$ cat config.mk
export PLATFORM = sky130hd
export DESIGN_NAME = iedec_top
export DESIGN_NICKNAME = d
export VERILOG_FILES = /design/src/inc/iedec_pkg.sv /design/src/design/iedec_counter.sv /design/src/design/iedec_sync.sv /design/src/design/iedec_top.sv
export SDC_FILE = /design/constraint.sdc
export NUM_CORES = 1
export LEC_CHECK = 0
export ABC_CLOCK_PERIOD_IN_PS = 5800
export BUFFER_PORTS_ARGS = -buffer_cell sky130_fd_sc_hd__buf_2
export CORE_MARGIN = 2
export CORE_UTILIZATION = 29
export DETAILED_ROUTE_END_ITERATION = 10
export PLACE_DENSITY = 0.6
export SYNTH_ARGS = -nofsm -noshare
export SYNTH_HDL_FRONTEND = slang
export SYNTH_SLANG_ARGS = --single-unit
export TNS_END_PERCENT = 1
$ cat constraint.sdc
create_clock -name REF_CLK -period 5.8 [get_ports REF_CLK]
set_input_delay 0.87 -clock REF_CLK [delete_from_list [all_inputs] [get_ports REF_CLK]]
set_output_delay 0.87 -clock REF_CLK [all_outputs]
set_load 0.005 [all_outputs]
$ cat src/inc/iedec_pkg.sv
// iedec_pkg: shared constants and enumerations of the incremental encoder front end
// assumes one 200 MHz clock and asynchronous inputs from the encoder pins
package iedec_pkg;
   // signal type selection
   typedef enum logic [1:0] {
      IEDEC_QUAD = 2'h0,
      IEDEC_PULSE_DIR = 2'h1,
      IEDEC_PULSE = 2'h2,
      IEDEC_UPDOWN = 2'h3
   } iedec_mode_e;
   // quadrature edge evaluation factor
   typedef enum logic [1:0] {
      IEDEC_X1 = 2'h0,
      IEDEC_X2 = 2'h1,
      IEDEC_X4 = 2'h2
   } iedec_eval_e;
   // reference mark action
   typedef enum logic [1:0] {
      IEDEC_REF_NONE = 2'h0,
      IEDEC_REF_LOAD = 2'h1,
      IEDEC_REF_CAPTURE = 2'h2
   } iedec_ref_e;
   localparam int SYNC_STAGES = 2;
   localparam int SYNC_WIDTH = 3;
   localparam int FLT_BITS = 3;
   localparam logic [2:0] FLT_RESET = 3'h0;
   localparam int CNT_WIDTH = 32;
   localparam int REF_CLK_HZ = 200000000;
endpackage : iedec_pkg

$ cat src/design/iedec_counter.sv
// iedec_counter: up/down counter with reference-mark load and capture
// assumes count pulses are single-cycle and never up and down together
module iedec_counter #(
   parameter int WIDTH = iedec_pkg::CNT_WIDTH
) (
   input wire logic clk,
   input wire logic rst,
   input wire logic up,
   input wire logic down,
   input wire logic ref_evt,
   input wire iedec_pkg::iedec_ref_e ref_mode,
   input wire logic [WIDTH-1:0] start_value,
   output logic [WIDTH-1:0] count,
   output logic [WIDTH-1:0] capture
);
   typedef struct packed {
      logic [WIDTH-1:0] count;
      logic [WIDTH-1:0] capture;
   } iedec_counter_s;
   iedec_counter_s r;
   iedec_counter_s next_r;

   always_comb begin
      next_r = r;
      if (up) begin
         next_r.count = r.count + WIDTH'(1);
      end else if (down) begin
         next_r.count = r.count - WIDTH'(1);
      end
      // a reference-mark load wins over a count pulse in the same cycle
      if (ref_evt && ref_mode == iedec_pkg::IEDEC_REF_LOAD) begin
         next_r.count = start_value;
      end
      if (ref_evt && ref_mode == iedec_pkg::IEDEC_REF_CAPTURE) begin
         next_r.capture = r.count;
      end
   end

   always_ff @(posedge clk) begin
      if (rst) begin
         r <= '0;
      end else begin
         r <= next_r;
      end
   end

   assign count = r.count;
   assign capture = r.capture;

   ref_load_a: assert property (@(posedge clk) disable iff (rst)
      ref_evt && ref_mode == iedec_pkg::IEDEC_REF_LOAD |=> count == $past(start_value))
      else $error("reference mark did not load start value");
   ref_capture_a: assert property (@(posedge clk) disable iff (rst)
      ref_evt && ref_mode == iedec_pkg::IEDEC_REF_CAPTURE |=> capture == $past(count))
      else $error("reference mark did not capture counter");
endmodule : iedec_counter

$ cat src/design/iedec_sync.sv
// iedec_sync: two-stage synchroniser for a group of encoder inputs
// assumes inputs may change at any time relative to REF_CLK
module iedec_sync #(
   parameter int WIDTH = iedec_pkg::SYNC_WIDTH
) (
   input wire logic clk,
   input wire logic rst,
   input wire logic [WIDTH-1:0] din,
   output logic [WIDTH-1:0] dout
);
   typedef struct packed {
      logic [WIDTH-1:0] meta;
      logic [WIDTH-1:0] stable;
   } iedec_sync_s;
   iedec_sync_s r;
   iedec_sync_s next_r;

   // first stage is read by the second stage only
   always_comb begin
      next_r.meta = din;
      next_r.stable = r.meta;
   end

   always_ff @(posedge clk) begin
      if (rst) begin
         // load the pin levels so the edge detector does not see a false edge after reset
         r <= '{meta: din, stable: din};
      end else begin
         r <= next_r;
      end
   end

   assign dout = r.stable;
endmodule : iedec_sync

$ cat src/design/iedec_top.sv
// iedec_top: incremental encoder front end turning A/B into count pulses and N into reference events
// assumes encoder pins and analog fault detectors arrive as plain inputs
module iedec_top #(
   parameter int CNT_WIDTH = iedec_pkg::CNT_WIDTH
) (
   input wire logic REF_CLK,
   input wire logic SRST,
   input wire logic TRACK_A,
   input wire logic TRACK_B,
   input wire logic REF_MARK,
   input wire iedec_pkg::iedec_mode_e MODE,
   input wire iedec_pkg::iedec_eval_e EVAL,
   input wire iedec_pkg::iedec_ref_e REF_ACTION,
   input wire logic INVERT_DIR,
   input wire logic SW_DOWN,
   input wire logic DIFF_INPUTS,
   input wire logic SE_WIRE_BREAK,
   input wire logic SE_SUPPLY_FAULT,
   input wire logic DIFF_WIRE_BREAK,
   input wire logic DIFF_SHORT,
   input wire logic DIFF_SUPPLY_FAULT,
   input wire logic FRAME_VALID,
   input wire logic FRAME_ERROR,
   input wire logic DIAG_INT_EN,
   input wire logic FAULT_CLEAR,
   input wire logic [CNT_WIDTH-1:0] START_VALUE,
   output logic COUNT_UP,
   output logic COUNT_DOWN,
   output logic DIR_DOWN,
   output logic ENCODER_FAULT_FLAG,
   output logic SIGNAL_FAULT,
   output logic FRAME_FAULT,
   output logic DIAG_INT,
   output logic [CNT_WIDTH-1:0] COUNT_VALUE,
   output logic [CNT_WIDTH-1:0] CAPTURE_VALUE
);
   typedef struct packed {
      logic primed;
      logic a_q;
      logic b_q;
      logic n_q;
      logic up;
      logic down;
      logic dir_down;
      logic enc_fault;
      logic sig_fault;
      logic frame_fault;
      logic diag;
      logic ref_evt;
   } iedec_top_s;
   iedec_top_s r;
   iedec_top_s next_r;

   logic [2:0] pins_sync;
   logic a_s;
   logic b_s;
   logic n_s;
   logic a_rise;
   logic a_fall;
   logic b_rise;
   logic b_fall;
   logic up_raw;
   logic down_raw;
   logic sig_evt;
   logic frame_evt;

   iedec_sync #(
      .WIDTH(iedec_pkg::SYNC_WIDTH)
   ) u_sync (
      .clk(REF_CLK),
      .rst(SRST),
      .din({REF_MARK, TRACK_B, TRACK_A}),
      .dout(pins_sync)
   );

   assign a_s = pins_sync[0];
   assign b_s = pins_sync[1];
   assign n_s = pins_sync[2];
   assign a_rise = r.primed && a_s && !r.a_q;
   assign a_fall = r.primed && !a_s && r.a_q;
   assign b_rise = r.primed && b_s && !r.b_q;
   assign b_fall = r.primed && !b_s && r.b_q;

   // quadrature relies on the encoder keeping its tracks a quarter cycle apart
   always_comb begin
      up_raw = 1'b0;
      down_raw = 1'b0;
      case (MODE)
         iedec_pkg::IEDEC_QUAD: begin
            // both tracks moving in one sample has no valid phase; count nothing
            if (!((a_rise || a_fall) && (b_rise || b_fall))) begin
               case (EVAL)
                  iedec_pkg::IEDEC_X1: begin
                     up_raw = a_rise && !b_s;
                     down_raw = a_fall && !b_s;
                  end
                  iedec_pkg::IEDEC_X2: begin
                     up_raw = (a_rise && !b_s) || (a_fall && b_s);
                     down_raw = (a_fall && !b_s) || (a_rise && b_s);
                  end
                  iedec_pkg::IEDEC_X4: begin
                     up_raw = (a_rise && !b_s) || (a_fall && b_s)
                        || (b_rise && a_s) || (b_fall && !a_s);
                     down_raw = (a_fall && !b_s) || (a_rise && b_s)
                        || (b_fall && a_s) || (b_rise && !a_s);
                  end
                  default: begin
                     up_raw = 1'b0;
                     down_raw = 1'b0;
                  end
               endcase
            end
            if (INVERT_DIR) begin
               {up_raw, down_raw} = {down_raw, up_raw};
            end
         end
         iedec_pkg::IEDEC_PULSE_DIR: begin
            up_raw = a_rise && !b_s;
            down_raw = a_rise && b_s;
         end
         iedec_pkg::IEDEC_PULSE: begin
            up_raw = a_rise && !SW_DOWN;
            down_raw = a_rise && SW_DOWN;
         end
         iedec_pkg::IEDEC_UPDOWN: begin
            // simultaneous pulses cancel so the net count stays right
            up_raw = a_rise && !b_rise;
            down_raw = b_rise && !a_rise;
         end
         default: begin
            up_raw = 1'b0;
            down_raw = 1'b0;
         end
      endcase
   end

   assign sig_evt = DIFF_INPUTS
      ? (DIFF_WIRE_BREAK || DIFF_SHORT || DIFF_SUPPLY_FAULT)
      : (SE_WIRE_BREAK || SE_SUPPLY_FAULT);
   assign frame_evt = FRAME_VALID && FRAME_ERROR;

   always_comb begin
      next_r = r;
      next_r.primed = 1'b1;
      next_r.a_q = a_s;
      next_r.b_q = b_s;
      next_r.n_q = n_s;
      // the mark acts only once the edge detector holds a reference level
      next_r.ref_evt = r.primed && n_s && !r.n_q;
      next_r.up = up_raw;
      next_r.down = down_raw;
      if (up_raw) begin
         next_r.dir_down = 1'b0;
      end else if (down_raw) begin
         next_r.dir_down = 1'b1;
      end
      // set wins over a clear in the same cycle
      if (FAULT_CLEAR) begin
         next_r.enc_fault = 1'b0;
         next_r.sig_fault = 1'b0;
         next_r.frame_fault = 1'b0;
      end
      if (MODE == iedec_pkg::IEDEC_QUAD && (a_rise || a_fall) && (b_rise || b_fall)) begin
         next_r.enc_fault = 1'b1;
      end
      if (sig_evt) begin
         next_r.sig_fault = 1'b1;
      end
      if (frame_evt) begin
         next_r.frame_fault = 1'b1;
      end
      next_r.diag = DIAG_INT_EN && (sig_evt || frame_evt);
   end

   // first edge after reset only loads the reference levels, since primed is still low
   always_ff @(posedge REF_CLK) begin
      if (SRST) begin
         r <= '0;
      end else begin
         r <= next_r;
      end
   end

   // pulses are registered first so the counter sees clean one-cycle strobes
   iedec_counter #(
      .WIDTH(CNT_WIDTH)
   ) u_counter (
      .clk(REF_CLK),
      .rst(SRST),
      .up(r.up),
      .down(r.down),
      .ref_evt(r.ref_evt),
      .ref_mode(REF_ACTION),
      .start_value(START_VALUE),
      .count(COUNT_VALUE),
      .capture(CAPTURE_VALUE)
   );

   // every output is a flop; pulses stand one cycle, fault flags until cleared
   assign COUNT_UP = r.up;
   assign COUNT_DOWN = r.down;
   assign DIR_DOWN = r.dir_down;
   assign ENCODER_FAULT_FLAG = r.enc_fault;
   assign SIGNAL_FAULT = r.sig_fault;
   assign FRAME_FAULT = r.frame_fault;
   assign DIAG_INT = r.diag;

   x1_up_a: assert property (@(posedge REF_CLK) disable iff (SRST)
      MODE == iedec_pkg::IEDEC_QUAD && EVAL == iedec_pkg::IEDEC_X1 && !INVERT_DIR
      && a_rise && !b_s && !b_fall |=> COUNT_UP)
      else $error("single evaluation missed up pulse");
   x1_down_a: assert property (@(posedge REF_CLK) disable iff (SRST)
      MODE == iedec_pkg::IEDEC_QUAD && EVAL == iedec_pkg::IEDEC_X1 && !INVERT_DIR
      && a_fall && !b_s && !b_fall |=> COUNT_DOWN)
      else $error("single evaluation missed down pulse");
   x1_quiet_a: assert property (@(posedge REF_CLK) disable iff (SRST)
      MODE == iedec_pkg::IEDEC_QUAD && EVAL == iedec_pkg::IEDEC_X1 && b_s
      |=> !COUNT_UP && !COUNT_DOWN)
      else $error("single evaluation counted with track B high");
   invert_dir_a: assert property (@(posedge REF_CLK) disable iff (SRST)
      MODE == iedec_pkg::IEDEC_QUAD && EVAL == iedec_pkg::IEDEC_X2 && INVERT_DIR
      && a_rise && !b_s && !b_rise && !b_fall |=> COUNT_DOWN && !COUNT_UP)
      else $error("inversion did not reverse direction");
   x4_b_edge_a: assert property (@(posedge REF_CLK) disable iff (SRST)
      MODE == iedec_pkg::IEDEC_QUAD && EVAL == iedec_pkg::IEDEC_X4 && !INVERT_DIR
      && b_rise && a_s && !a_rise && !a_fall |=> COUNT_UP)
      else $error("quadruple evaluation missed B edge");
   pulse_dir_a: assert property (@(posedge REF_CLK) disable iff (SRST)
      MODE == iedec_pkg::IEDEC_PULSE_DIR && a_rise |=> (COUNT_DOWN == $past(b_s)))
      else $error("direction input not honoured");
   sw_dir_a: assert property (@(posedge REF_CLK) disable iff (SRST)
      MODE == iedec_pkg::IEDEC_PULSE && a_rise |=> (COUNT_DOWN == $past(SW_DOWN)))
      else $error("program direction not honoured");
   updown_a: assert property (@(posedge REF_CLK) disable iff (SRST)
      MODE == iedec_pkg::IEDEC_UPDOWN && b_rise && !a_rise |=> COUNT_DOWN)
      else $error("down track did not count down");
   bad_trans_a: assert property (@(posedge REF_CLK) disable iff (SRST)
      MODE == iedec_pkg::IEDEC_QUAD && (a_rise || a_fall) && (b_rise || b_fall)
      |=> ENCODER_FAULT_FLAG && !COUNT_UP && !COUNT_DOWN)
      else $error("invalid transition not flagged");
   diag_gate_a: assert property (@(posedge REF_CLK) disable iff (SRST)
      DIAG_INT |-> $past(DIAG_INT_EN) && (SIGNAL_FAULT || FRAME_FAULT))
      else $error("diagnostic interrupt without enable or fault");
   diff_fault_a: assert property (@(posedge REF_CLK) disable iff (SRST)
      DIFF_INPUTS && DIFF_SHORT |=> SIGNAL_FAULT)
      else $error("differential short not reported");
   reset_quiet_a: assert property (@(posedge REF_CLK)
      $fell(SRST) |-> !COUNT_UP && !COUNT_DOWN && !ENCODER_FAULT_FLAG ##1 !COUNT_UP && !COUNT_DOWN)
      else $error("count pulse right after reset");
   // pulse checks leave out samples where the other track moved too; those count nothing
   x2_up_a: assert property (@(posedge REF_CLK) disable iff (SRST)
      MODE == iedec_pkg::IEDEC_QUAD && EVAL == iedec_pkg::IEDEC_X2 && !INVERT_DIR
      && a_fall && b_s && !b_rise |=> COUNT_UP && !COUNT_DOWN)
      else $error("double evaluation missed falling A edge");
   x2_down_a: assert property (@(posedge REF_CLK) disable iff (SRST)
      MODE == iedec_pkg::IEDEC_QUAD && EVAL == iedec_pkg::IEDEC_X2 && !INVERT_DIR
      && a_rise && b_s && !b_rise |=> COUNT_DOWN && !COUNT_UP)
      else $error("double evaluation missed down pulse");
   x4_b_down_a: assert property (@(posedge REF_CLK) disable iff (SRST)
      MODE == iedec_pkg::IEDEC_QUAD && EVAL == iedec_pkg::IEDEC_X4 && !INVERT_DIR
      && b_fall && a_s && !a_rise && !a_fall |=> COUNT_DOWN)
      else $error("quadruple evaluation missed falling B edge");
   x1_b_quiet_a: assert property (@(posedge REF_CLK) disable iff (SRST)
      MODE == iedec_pkg::IEDEC_QUAD && EVAL == iedec_pkg::IEDEC_X1 && (b_rise || b_fall)
      |=> !COUNT_UP && !COUNT_DOWN)
      else $error("single evaluation counted a B edge");
   pulse_b_quiet_a: assert property (@(posedge REF_CLK) disable iff (SRST)
      MODE == iedec_pkg::IEDEC_PULSE_DIR && !a_rise |=> !COUNT_UP && !COUNT_DOWN)
      else $error("pulse mode counted without an A pulse");
   updown_up_a: assert property (@(posedge REF_CLK) disable iff (SRST)
      MODE == iedec_pkg::IEDEC_UPDOWN && a_rise && !b_rise |=> COUNT_UP && !COUNT_DOWN)
      else $error("up track did not count up");
   updown_both_a: assert property (@(posedge REF_CLK) disable iff (SRST)
      MODE == iedec_pkg::IEDEC_UPDOWN && a_rise && b_rise |=> !COUNT_UP && !COUNT_DOWN)
      else $error("simultaneous up and down pulses were counted");
   dir_track_a: assert property (@(posedge REF_CLK) disable iff (SRST)
      COUNT_DOWN |-> DIR_DOWN)
      else $error("direction flag does not follow a down pulse");
   // fault flags stay set until a clear arrives; a new event beats the clear
   se_fault_a: assert property (@(posedge REF_CLK) disable iff (SRST)
      !DIFF_INPUTS && (SE_WIRE_BREAK || SE_SUPPLY_FAULT) |=> SIGNAL_FAULT)
      else $error("single-ended fault not reported");
   frame_fault_a: assert property (@(posedge REF_CLK) disable iff (SRST)
      FRAME_VALID && FRAME_ERROR |=> FRAME_FAULT)
      else $error("faulty frame not reported");
   enc_sticky_a: assert property (@(posedge REF_CLK) disable iff (SRST)
      ENCODER_FAULT_FLAG && !FAULT_CLEAR |=> ENCODER_FAULT_FLAG)
      else $error("encoder fault flag dropped without a clear");
   diag_raise_a: assert property (@(posedge REF_CLK) disable iff (SRST)
      DIAG_INT_EN && (sig_evt || frame_evt) |=> DIAG_INT)
      else $error("enabled fault event raised no diagnostic interrupt");
endmodule : iedec_top

==> results.json, run 1 <==
{
  "outcome": "complete, no violations",
  "multi_input_area_sq_um": 3240,
  "fin_nets": 839,
  "num_vias": 5047,
  "clock-sinks": 82,
  "synthMuxAreaShare_pct": 1.28,
  "cts_tree": "done",
  "finalWeightedCongestion": 0.941,
  "path_max_fanout": 17,
  "setup_tns_ns": 0,
  "crit_family": "compound AO/OA/AOI/OAI gates",
  "stdcell_count": 983,
  "synthCells": 648,
  "slew_viol_final": 0,
  "skew_ns": 0.00827,
  "fillCellCount": 1887,
  "cts-root-buf": "clkbuf_16",
  "max_slew_margin_pct": 37.3,
  "finalSetupViolations": 0,
  "hold_buffers": 0,
  "core_area_sq_um": 17200,
  "path_clk_slew_ns": 0.06,
  "routedWlPerCell_um": 15.6,
  "synth_top_family_by_area": "compound AO/OA/AOI/OAI gates",
  "synth-xor-area-share_pct": 2.25,
  "synth_ff_type": "dfxtp_1",
  "syn-num-nets": 734,
  "drive_gt1_share_pct": 22.4,
  "die_h_um": 136,
  "hold_depth": 2,
  "ir_drop_uv": 184,
  "rsz0062_at_grt": "no",
  "hp-start": "u_counter.capture[31]$_SDFFE_PP0P_",
  "hold_path_end": "u_counter.capture[31]$_SDFFE_PP0P_",
  "dp_hpwl_mm": 11.0,
  "worstMarginPinSlew_ns": 0.941,
  "final-seq-area_sq_um": 1640,
  "grt_pass1_wl_mm": 24.9,
  "die_w_um": 136,
  "start_util_pct": 29.5,
  "crit_buf_inv": 2,
  "synth_fa_ha_area_share_pct": 7.80,
  "cts.repair.resized": 0,
  "max-cap-violations": 0,
  "critPathLaunchType": "flop",
  "antenna_found_initial": 0,
  "grt_usage_pct": 17.0,
  "synth-compound-area-share_pct": 30.0,
  "synthArstFlopShare_pct": 0,
  "ios": 126,
  "overflow": 0,
  "timing.rr.end": "u_counter.count[25]$_SDFFE_PP0P_",
  "clk_latency_ns": 0.35,
  "worstPathCellList": "inv_1 -> buf_4 -> ha_1 -> a211oi_2 -> nor2_4 -> a211oi_2 -> o31ai_4 -> a31oi_4 -> nor4_1 -> o2111a_1 -> nor3_2",
  "synth_seq_area_share_pct": 32.4,
  "ys_ff_latch": 82,
  "num_antenna_cells": 0,
  "grt_pass1_vias": 4752,
  "grt_start_max_net_pins": 57,
  "reg2reg_from": "COUNT_UP$_SDFF_PP0_",
  "crit_type": "flop to flop",
  "cts_setup_buffers": 0,
  "synth_edf_count": 0,
  "finalCritPeriodShare_pct": 57.8,
  "r2r_cells": 11,
  "area_growth_pct": 22.3,
  "dieArea_sq_um": 18500,
  "report.final.hold_viol_count": 0,
  "fmax_mhz": 299,
  "ys_types": 68,
  "hp-class": "flop to flop",
  "cts_buffers": 9,
  "worst_ep_required_time_ns": 6.04,
  "ant_nets": 0,
  "synth_warnings": 0,
  "drc": 0,
  "finalWirelength_mm": 15.4,
  "via_per_inst": 5.13,
  "synth_area_sq_um": 5070,
  "h-tree-depth": 3,
  "p_leak_nw": 2.83,
  "power_density_nw_per_um2": 377,
  "synthSimpleGateAreaFrac_pct": 22.4,
  "syn_area_per_cell_sq_um": 7.82,
  "end_kind": "flop",
  "crit_slowest_cell": "nor4_1",
  "slowest_delay_ns": 0.59,
  "cpMostUsedCell": "a211oi_2",
  "port_buffers": 125,
  "placed_cells": 967,
  "drtIter0Drc": 222,
  "reg2reg_slack_ns": 2.45,
  "fin_crit_ns": 3.35,
  "cts_buffer_depth": 2,
  "drtPass1Iterations": 4,
  "worstPathArrival_ns": 3.59,
  "rows": 48
}
-- layer usage --
layer	vias to the layer above	GRT usage [%]	part of all wire, %
li1	2576	-	-
met3	15	3.09	4.9
met2	125	27.2	45
met4	0	5.27	1.6
met1	2331	23.3	48
met5	-	0	0
-- worst register-to-register path, delay by kind of cell (launching register included) --
family                   cells  cell delay (ns)
AND/OR/NAND/NOR              3             0.80
flip-flops                   1             0.47
adder cells (fa/ha/maj)      1             0.34
AO/OA/AOI/OAI                5             1.01
buffers and inverters        2             0.64
-- cell usage in the layout (no fill, tap or decap), types with 5 or more instances in the layout --
cell type and n:
a21o_1 21, inv_1 12, or2_2 5, nand4_1 6, nor3_1 10, o211a_1 8, o211ai_1 6, and3b_1 5
nor2_1 35, ha_1 30, nor2b_1 7, o31ai_1 5, buf_2 125, a21boi_0 5, or3_1 8, a21oi_1 84
nand2_1 113, o21ai_0 36, nand3_1 21, xnor2_1 8, clkbuf_16 9, o21a_1 7, dfxtp_1 82, buf_4 7
a311oi_1 6, xor2_1 5, a31oi_1 11
-- kinds of logic after synthesis --
logic type                 count (synthesis)
muxes                                      6
AOI/OAI and AO/OA                        227
buffers and inverters                     51
DFF                                       82
and+or+nand+nor                          238
xor gates and xnor gates                  13
adders and majority gates                 31
-- sequential cells by signal, indices dropped and copies added (netlist names) --
signal,cells
DIR_DOWN,1
u_counter.count,32
SIGNAL_FAULT,1
COUNT_DOWN,1
DIAG_INT,1
ENCODER_FAULT_FLAG,1
u_counter.capture,32
COUNT_UP,1
FRAME_FAULT,1
u_sync.dout,3
u_sync.next_r,3
r,5
-- power breakdown --
group	leakage (nW)	switching, mW	internal (mW)	total [mW]
registers	0.670	0.0654	0.616	0.681
logic	2.01	0.590	0.451	1.04
clock network	0.154	0.253	0.361	0.615
-- worst max-delay path by stage --
stage	startpoint	end	slack [ns]	cells past startpoint
floorplan	COUNT_UP$_SDFF_PP0_	u_counter.count[21]$_SDFFE_PP0P_	2.75	10
global placement	COUNT_UP$_SDFF_PP0_	u_counter.count[25]$_SDFFE_PP0P_	2.52	11
detailed placement	COUNT_UP$_SDFF_PP0_	u_counter.count[25]$_SDFFE_PP0P_	2.46	11
CTS	COUNT_UP$_SDFF_PP0_	u_counter.count[25]$_SDFFE_PP0P_	2.43	11
global route	COUNT_UP$_SDFF_PP0_	u_counter.count[25]$_SDFFE_PP0P_	2.15	11
finish	COUNT_UP$_SDFF_PP0_	u_counter.count[25]$_SDFFE_PP0P_	2.45	11
-- area by class of cell --
| type | count | share of cell area, % |
|---|---|---|
| multi-input combinational | 515 | 52.2 |
| sequential | 82 | 26.5 |
| timing repair buffer | 132 | 10.9 |
| tap | 225 | 4.54 |
| clock buffer | 12 | 4.14 |
| clock inverter | 4 | 0.908 |
| inverter | 13 | 0.787 |
-- Yosys cell counts (2+ instances only) --
cell | number | area, sq um
xnor2_1 | 8 | 70.1
a211o_1 | 2 | 17.5
xor2_1 | 5 | 43.8
or3_1 | 8 | 50.1
a211oi_1 | 3 | 22.5
o2111a_1 | 4 | 45.0
and4_1 | 4 | 35.0
mux2_2 | 4 | 45.0
or2_2 | 5 | 31.3
a211oi_2 | 2 | 25.0
and3_1 | 2 | 12.5
or3b_1 | 3 | 26.3
o21ai_0 | 36 | 180
inv_1 | 12 | 45.0
o21a_1 | 7 | 52.6
clkbuf_1 | 34 | 128
buf_1 | 3 | 11.3
ha_1 | 30 | 375
nand3b_1 | 3 | 22.5
nand2_1 | 113 | 424
dfxtp_1 | 82 | 1640
nor2_1 | 36 | 135
nand2b_1 | 3 | 18.8
o2111ai_1 | 2 | 17.5
nand3_1 | 21 | 105
o31ai_1 | 5 | 37.5
nor2b_1 | 7 | 43.8
a41o_1 | 2 | 20.0
o21bai_1 | 2 | 15.0
a21oi_1 | 84 | 420
and2_1 | 3 | 18.8
a21o_1 | 21 | 158
o211ai_1 | 6 | 45.0
a21oi_2 | 3 | 26.3
a311oi_1 | 6 | 52.6
nand4_1 | 6 | 37.5
nor3b_1 | 2 | 15.0
nor3_1 | 10 | 50.1
o211a_1 | 8 | 80.1
a21boi_0 | 5 | 37.5
mux2i_1 | 2 | 20.0
and3b_1 | 5 | 43.8
a31oi_1 | 11 | 68.8
o22ai_1 | 2 | 12.5
o311ai_0 | 3 | 26.3
-- stage by stage --
| step | power (mW) | instance area, sq um | utilization (%) | hold WS [ns] | setup WS, ns |
|---|---|---|---|---|---|
| after CTS | 2.35 | 6200 | 36.1 | 0.453 | 2.43 |
| after global routing | 2.51 | 6200 | 36.1 | 0.470 | 2.15 |
| after floorplan | 1.46 | 5070 | - | 0.434 | 2.75 |
| after detailed placement | 1.72 | 5890 | 34.3 | 0.443 | 2.46 |
| after global placement | 1.72 | 5890 | 34.3 | 0.439 | 2.52 |
| final | 2.34 | 6200 | 36.1 | 0.452 | 2.45 |
(Power assumes the default switching activity.)
==> run 2: changes to the inputs <==
Settings changed: ABC_CLOCK_PERIOD_IN_PS 5800 to 3340.
Clock period 5.8 ns to 3.34 ns, I/O delays scaled along.
==> run 2 against run 1 <==
Net effect: via count is 0.30% lower; clock skew grew 0.0027 ns; combinational power rose by 74%.
==> results.json, run 2 (synthesized netlist as in run 1, its figures left out) <==
{
  "crit_slowest_cell": "nor4_1",
  "grt_pass1_vias": 4682,
  "core_area_sq_um": 17200,
  "report.final.hold_viol_count": 0,
  "drtIter0Drc": 212,
  "num_antenna_cells": 0,
  "skew_ns": 0.0109,
  "finalSetupViolations": 0,
  "power_mw": 3.94,
  "dp_hpwl_mm": 11.2,
  "dpl_cell_area_sq_um": 5900,
  "drive_gt1_share_pct": 22.3,
  "crit_buf_inv": 2,
  "power_density_nw_per_um2": 638,
  "ios": 126,
  "num_vias": 5032,
  "hp-start": "TRACK_B",
  "hold_path_end": "u_sync.next_r[1]$_DFF_P_",
  "hold_depth": 1,
  "max-cap-violations": 0,
  "outcome": "complete, no violations",
  "stdcell_area_sq_um": 6170,
  "fmax_mhz": 330,
  "fin_nets": 839,
  "layout_commonest_cell": "buf_2",
  "hold_slack_ns": 0.265,
  "max_slew_margin_pct": 40.2,
  "finalCritPeriodShare_pct": 90.8,
  "h-tree-depth": 3,
  "clock-sinks": 82,
  "path_clk_slew_ns": 0.06,
  "slowest_delay_ns": 0.57,
  "drtPass1Iterations": 4,
  "antenna_found_initial": 0,
  "reg2reg_slack_ns": 0.31,
  "die_w_um": 136,
  "cts.repair.resized": 0,
  "path_max_fanout": 31,
  "setup_slack_ns": 0.306,
  "end_kind": "flop",
  "placed_cells": 967,
  "reg2reg_from": "COUNT_UP$_SDFF_PP0_",
  "die_h_um": 136,
  "cts-root-buf": "clkbuf_16",
  "worst_ep_required_time_ns": 3.57,
  "drc": 0,
  "rsz0062_at_grt": "no",
  "grt_usage_pct": 16.7,
  "hp-class": "primary input to flop",
  "clk_latency_ns": 0.35,
  "cts_setup_buffers": 0,
  "ir_drop_uv": 259,
  "worstPathArrival_ns": 3.27,
  "timing.rr.end": "u_counter.count[25]$_SDFFE_PP0P_",
  "overflow": 0,
  "hold_buffers": 0,
  "setup_tns_ns": 0,
  "grt_start_max_net_pins": 52,
  "area_growth_pct": 21.8,
  "ant_nets": 0,
  "cts_buffer_depth": 2,
  "r2r_cells": 11,
  "slew_viol_final": 0,
  "rows": 48,
  "dp_worst_setup_slack_ns": 0.310,
  "p_leak_nw": 2.81,
  "port_buffers": 125,
  "finalWirelength_mm": 15.2,
  "cts_tree": "done",
  "dieArea_sq_um": 18500,
  "fin_crit_ns": 3.03,
  "start_util_pct": 29.5,
  "crit_family": "compound AO/OA/AOI/OAI gates",
  "crit_type": "flop to flop",
  "cts_buffers": 9,
  "layout_common_cells": "buf_2 (125), nand2_1 (113), a21oi_1 (84)",
  "worstPathCellList": "inv_1 -> buf_12 -> ha_1 -> o21ai_0 -> nor2_4 -> a211oi_2 -> o31ai_4 -> a31oi_4 -> nor4_1 -> o2111a_1 -> nor3_2",
  "routedWlPerCell_um": 15.5,
  "stdcell_count": 983,
  "final_util_pct": 35.9,
  "worstMarginPinSlew_ns": 0.897,
  "finalWeightedCongestion": 0.884,
  "grt_pass1_wl_mm": 24.5,
  "via_per_inst": 5.12,
  "critPathLaunchType": "flop"
}
==> run 2: area by class of cell <==
| type | instances | area (sq um) |
|---|---|---|
| repair buffers | 132 | 691 |
| flip-flops and latches | 82 | 1640 |
| multi-input cells | 515 | 3240 |
| fillers | 1844 | 11000 |
| inverters | 13 | 48.8 |
| clock buffers | 11 | 233 |
| well taps | 225 | 282 |
| clock inverters | 5 | 40.0 |
==> run 2: metal layers <==
layer	vias to the layer above	share of wire [%]	GRT usage (%)
li1	2577	-	-
met5	-	0	0
met1	2327	50	23.2
met4	0	2.1	5.56
met3	22	4.2	2.91
met2	106	44	26.2
==> run 2: worst reg2reg max path: cells and delay by family (launching register included) <==
kind                     cells  cell delay (ns)
buffers and inverters        2             0.31
AO/OA/AOI/OAI                5             1.06
AND/OR/NAND/NOR              3             0.76
flip-flops                   1             0.46
adder cells (fa/ha/maj)      1             0.34
==> run 2: power by group <==
group / internal, mW / switching [mW] / leakage, nW
combinational: 0.786 / 1.02 / 2.02
clock: 0.510 / 0.440 / 0.128
sequential: 1.07 / 0.111 / 0.670
==> run 2: worst max path at each step <==
stage | start | to | slack, ns | cells after the start
final | COUNT_UP$_SDFF_PP0_ | u_counter.count[25]$_SDFFE_PP0P_ | 0.31 | 11
after global routing | COUNT_UP$_SDFF_PP0_ | u_counter.count[27]$_SDFFE_PP0P_ | 0.07 | 11
after CTS | COUNT_UP$_SDFF_PP0_ | u_counter.count[25]$_SDFFE_PP0P_ | 0.29 | 11
after detailed placement | COUNT_UP$_SDFF_PP0_ | u_counter.count[25]$_SDFFE_PP0P_ | 0.31 | 11
after global placement | COUNT_UP$_SDFF_PP0_ | u_counter.count[25]$_SDFFE_PP0P_ | 0.36 | 11
after floorplan | COUNT_UP$_SDFF_PP0_ | u_counter.count[21]$_SDFFE_PP0P_ | 0.29 | 10
==> run 3: changes to the inputs <==
Settings changed: CORE_ASPECT_RATIO set to 2, REMOVE_ABC_BUFFERS set to 1, SKIP_CTS_REPAIR_TIMING set to 1.
==> run 3 against run 2 <==
Net effect: setup slack got worse by 0.036 ns; first-iteration DRC count fell by 5.7%; critical endpoint is now u_counter.count[29]$_SDFFE_PP0P_; critical path depth rose by 1.
==> results.json, run 3 (synthesized netlist as in run 1, its figures left out) <==
{
  "fillCellCount": 1847,
  "worst_ep_required_time_ns": 3.63,
  "worstPathArrival_ns": 3.36,
  "die_w_um": 97.5,
  "critPathLaunchType": "flop",
  "grt_usage_pct": 17.4,
  "finalSetupViolations": 0,
  "path_clk_slew_ns": 0.06,
  "area_growth_pct": 23.0,
  "num_vias": 5164,
  "ir_drop_uv": 273,
  "num_antenna_cells": 0,
  "crit_type": "flop to flop",
  "rows": 68,
  "core_area_sq_um": 17200,
  "layout_common_cells": "buf_2 (125), nand2_1 (113), a21oi_1 (84)",
  "cts_buffer_depth": 2,
  "clock-sinks": 82,
  "fin_nets": 845,
  "drtIter0Drc": 200,
  "reg2reg_slack_ns": 0.27,
  "cts_tree": "done",
  "end_kind": "flop",
  "dieArea_sq_um": 18600,
  "layout_commonest_cell": "buf_2",
  "finalCritPeriodShare_pct": 91.9,
  "cts-root-buf": "clkbuf_16",
  "die_h_um": 191,
  "max_slew_margin_pct": 51.0,
  "grt_pass1_vias": 5082,
  "final_util_pct": 36.3,
  "fmax_mhz": 326,
  "report.final.hold_viol_count": 0,
  "hp-class": "primary input to flop",
  "path_max_fanout": 15,
  "dp_hpwl_mm": 12.3,
  "port_buffers": 125,
  "skew_ns": 0.00689,
  "max-cap-violations": 0,
  "drtPass1Iterations": 4,
  "start_util_pct": 29.5,
  "overflow": 0,
  "cts_buffers": 9,
  "setup_tns_ns": 0,
  "antenna_found_initial": 0,
  "worstMarginPinSlew_ns": 0.734,
  "drc": 0,
  "rsz0062_at_grt": "no",
  "finalWirelength_mm": 16.3,
  "power_density_nw_per_um2": 664,
  "drive_gt1_share_pct": 23.0,
  "fin_crit_ns": 3.07,
  "routedWlPerCell_um": 16.7,
  "grt_pass1_wl_mm": 25.8,
  "grt_start_max_net_pins": 56,
  "ant_nets": 0,
  "outcome": "complete, no violations",
  "via_per_inst": 5.30,
  "finalWeightedCongestion": 0.865,
  "p_leak_nw": 2.86,
  "slew_viol_final": 0,
  "clk_latency_ns": 0.35,
  "h-tree-depth": 3,
  "ios": 126
}
[run 3: power by group]
part           switching [mW]  leakage [nW]  total (mW)  internal (mW)
clock                   0.424         0.156        1.10          0.673
combinational            1.06          2.04        1.86          0.802
sequential              0.114         0.670        1.18           1.07
total                    1.60          2.86        4.14           2.54
[run 3: worst paths after layout]
check / from / end / cells after the start
hold reg to reg: u_counter.capture[15]$_SDFFE_PP0P_ / u_counter.capture[15]$_SDFFE_PP0P_ / 2
setup / recovery: COUNT_UP$_SDFF_PP0_ / u_counter.count[29]$_SDFFE_PP0P_ / 12
hold / removal: REF_MARK / u_sync.next_r[2]$_DFF_P_ / 1
setup reg to reg: COUNT_UP$_SDFF_PP0_ / u_counter.count[29]$_SDFFE_PP0P_ / 12
[run 3: area by class of cell]
cell class | count | area [sq um] | area share [%]
multi-input combinational | 515 | 3240 | 51.9
sequential | 82 | 1640 | 26.3
timing repair buffer | 138 | 723 | 11.6
tap | 210 | 263 | 4.22
clock buffer | 11 | 243 | 3.89
clock inverter | 5 | 77.6 | 1.24
inverter | 13 | 48.8 | 0.783
[run 3: through the flow]
stage	worst slack, ns	power [mW]	hold WS, ns	area [sq um]	std cells
after floorplan	0.288	2.52	0.434	4920	610
after global placement	0.373	3.04	0.439	5910	958
after detailed placement	0.289	3.06	0.444	5910	958
after CTS	0.250	4.17	0.251	6230	974
after global routing	0.0563	4.42	0.255	6230	974
final	0.270	4.14	0.259	6230	974
[run 3: critical path: stages (launching register included)]
cell	delay, ns
dfxtp_1	0.48
inv_1	0.09
buf_4	0.21
ha_1	0.37
a21o_1	0.19
a21o_1	0.19
a211oi_1	0.38
o31ai_4	0.20
a31oi_4	0.25
nor4_1	0.08
buf_4	0.17
or3_1	0.34
nand3_1	0.07
[run 3: layer usage]
layer	GRT usage [%]	wire length [um]
met3	3.18	685
met4	8.44	462
met2	34.0	9100
met1	17.2	6020
met5	0	0
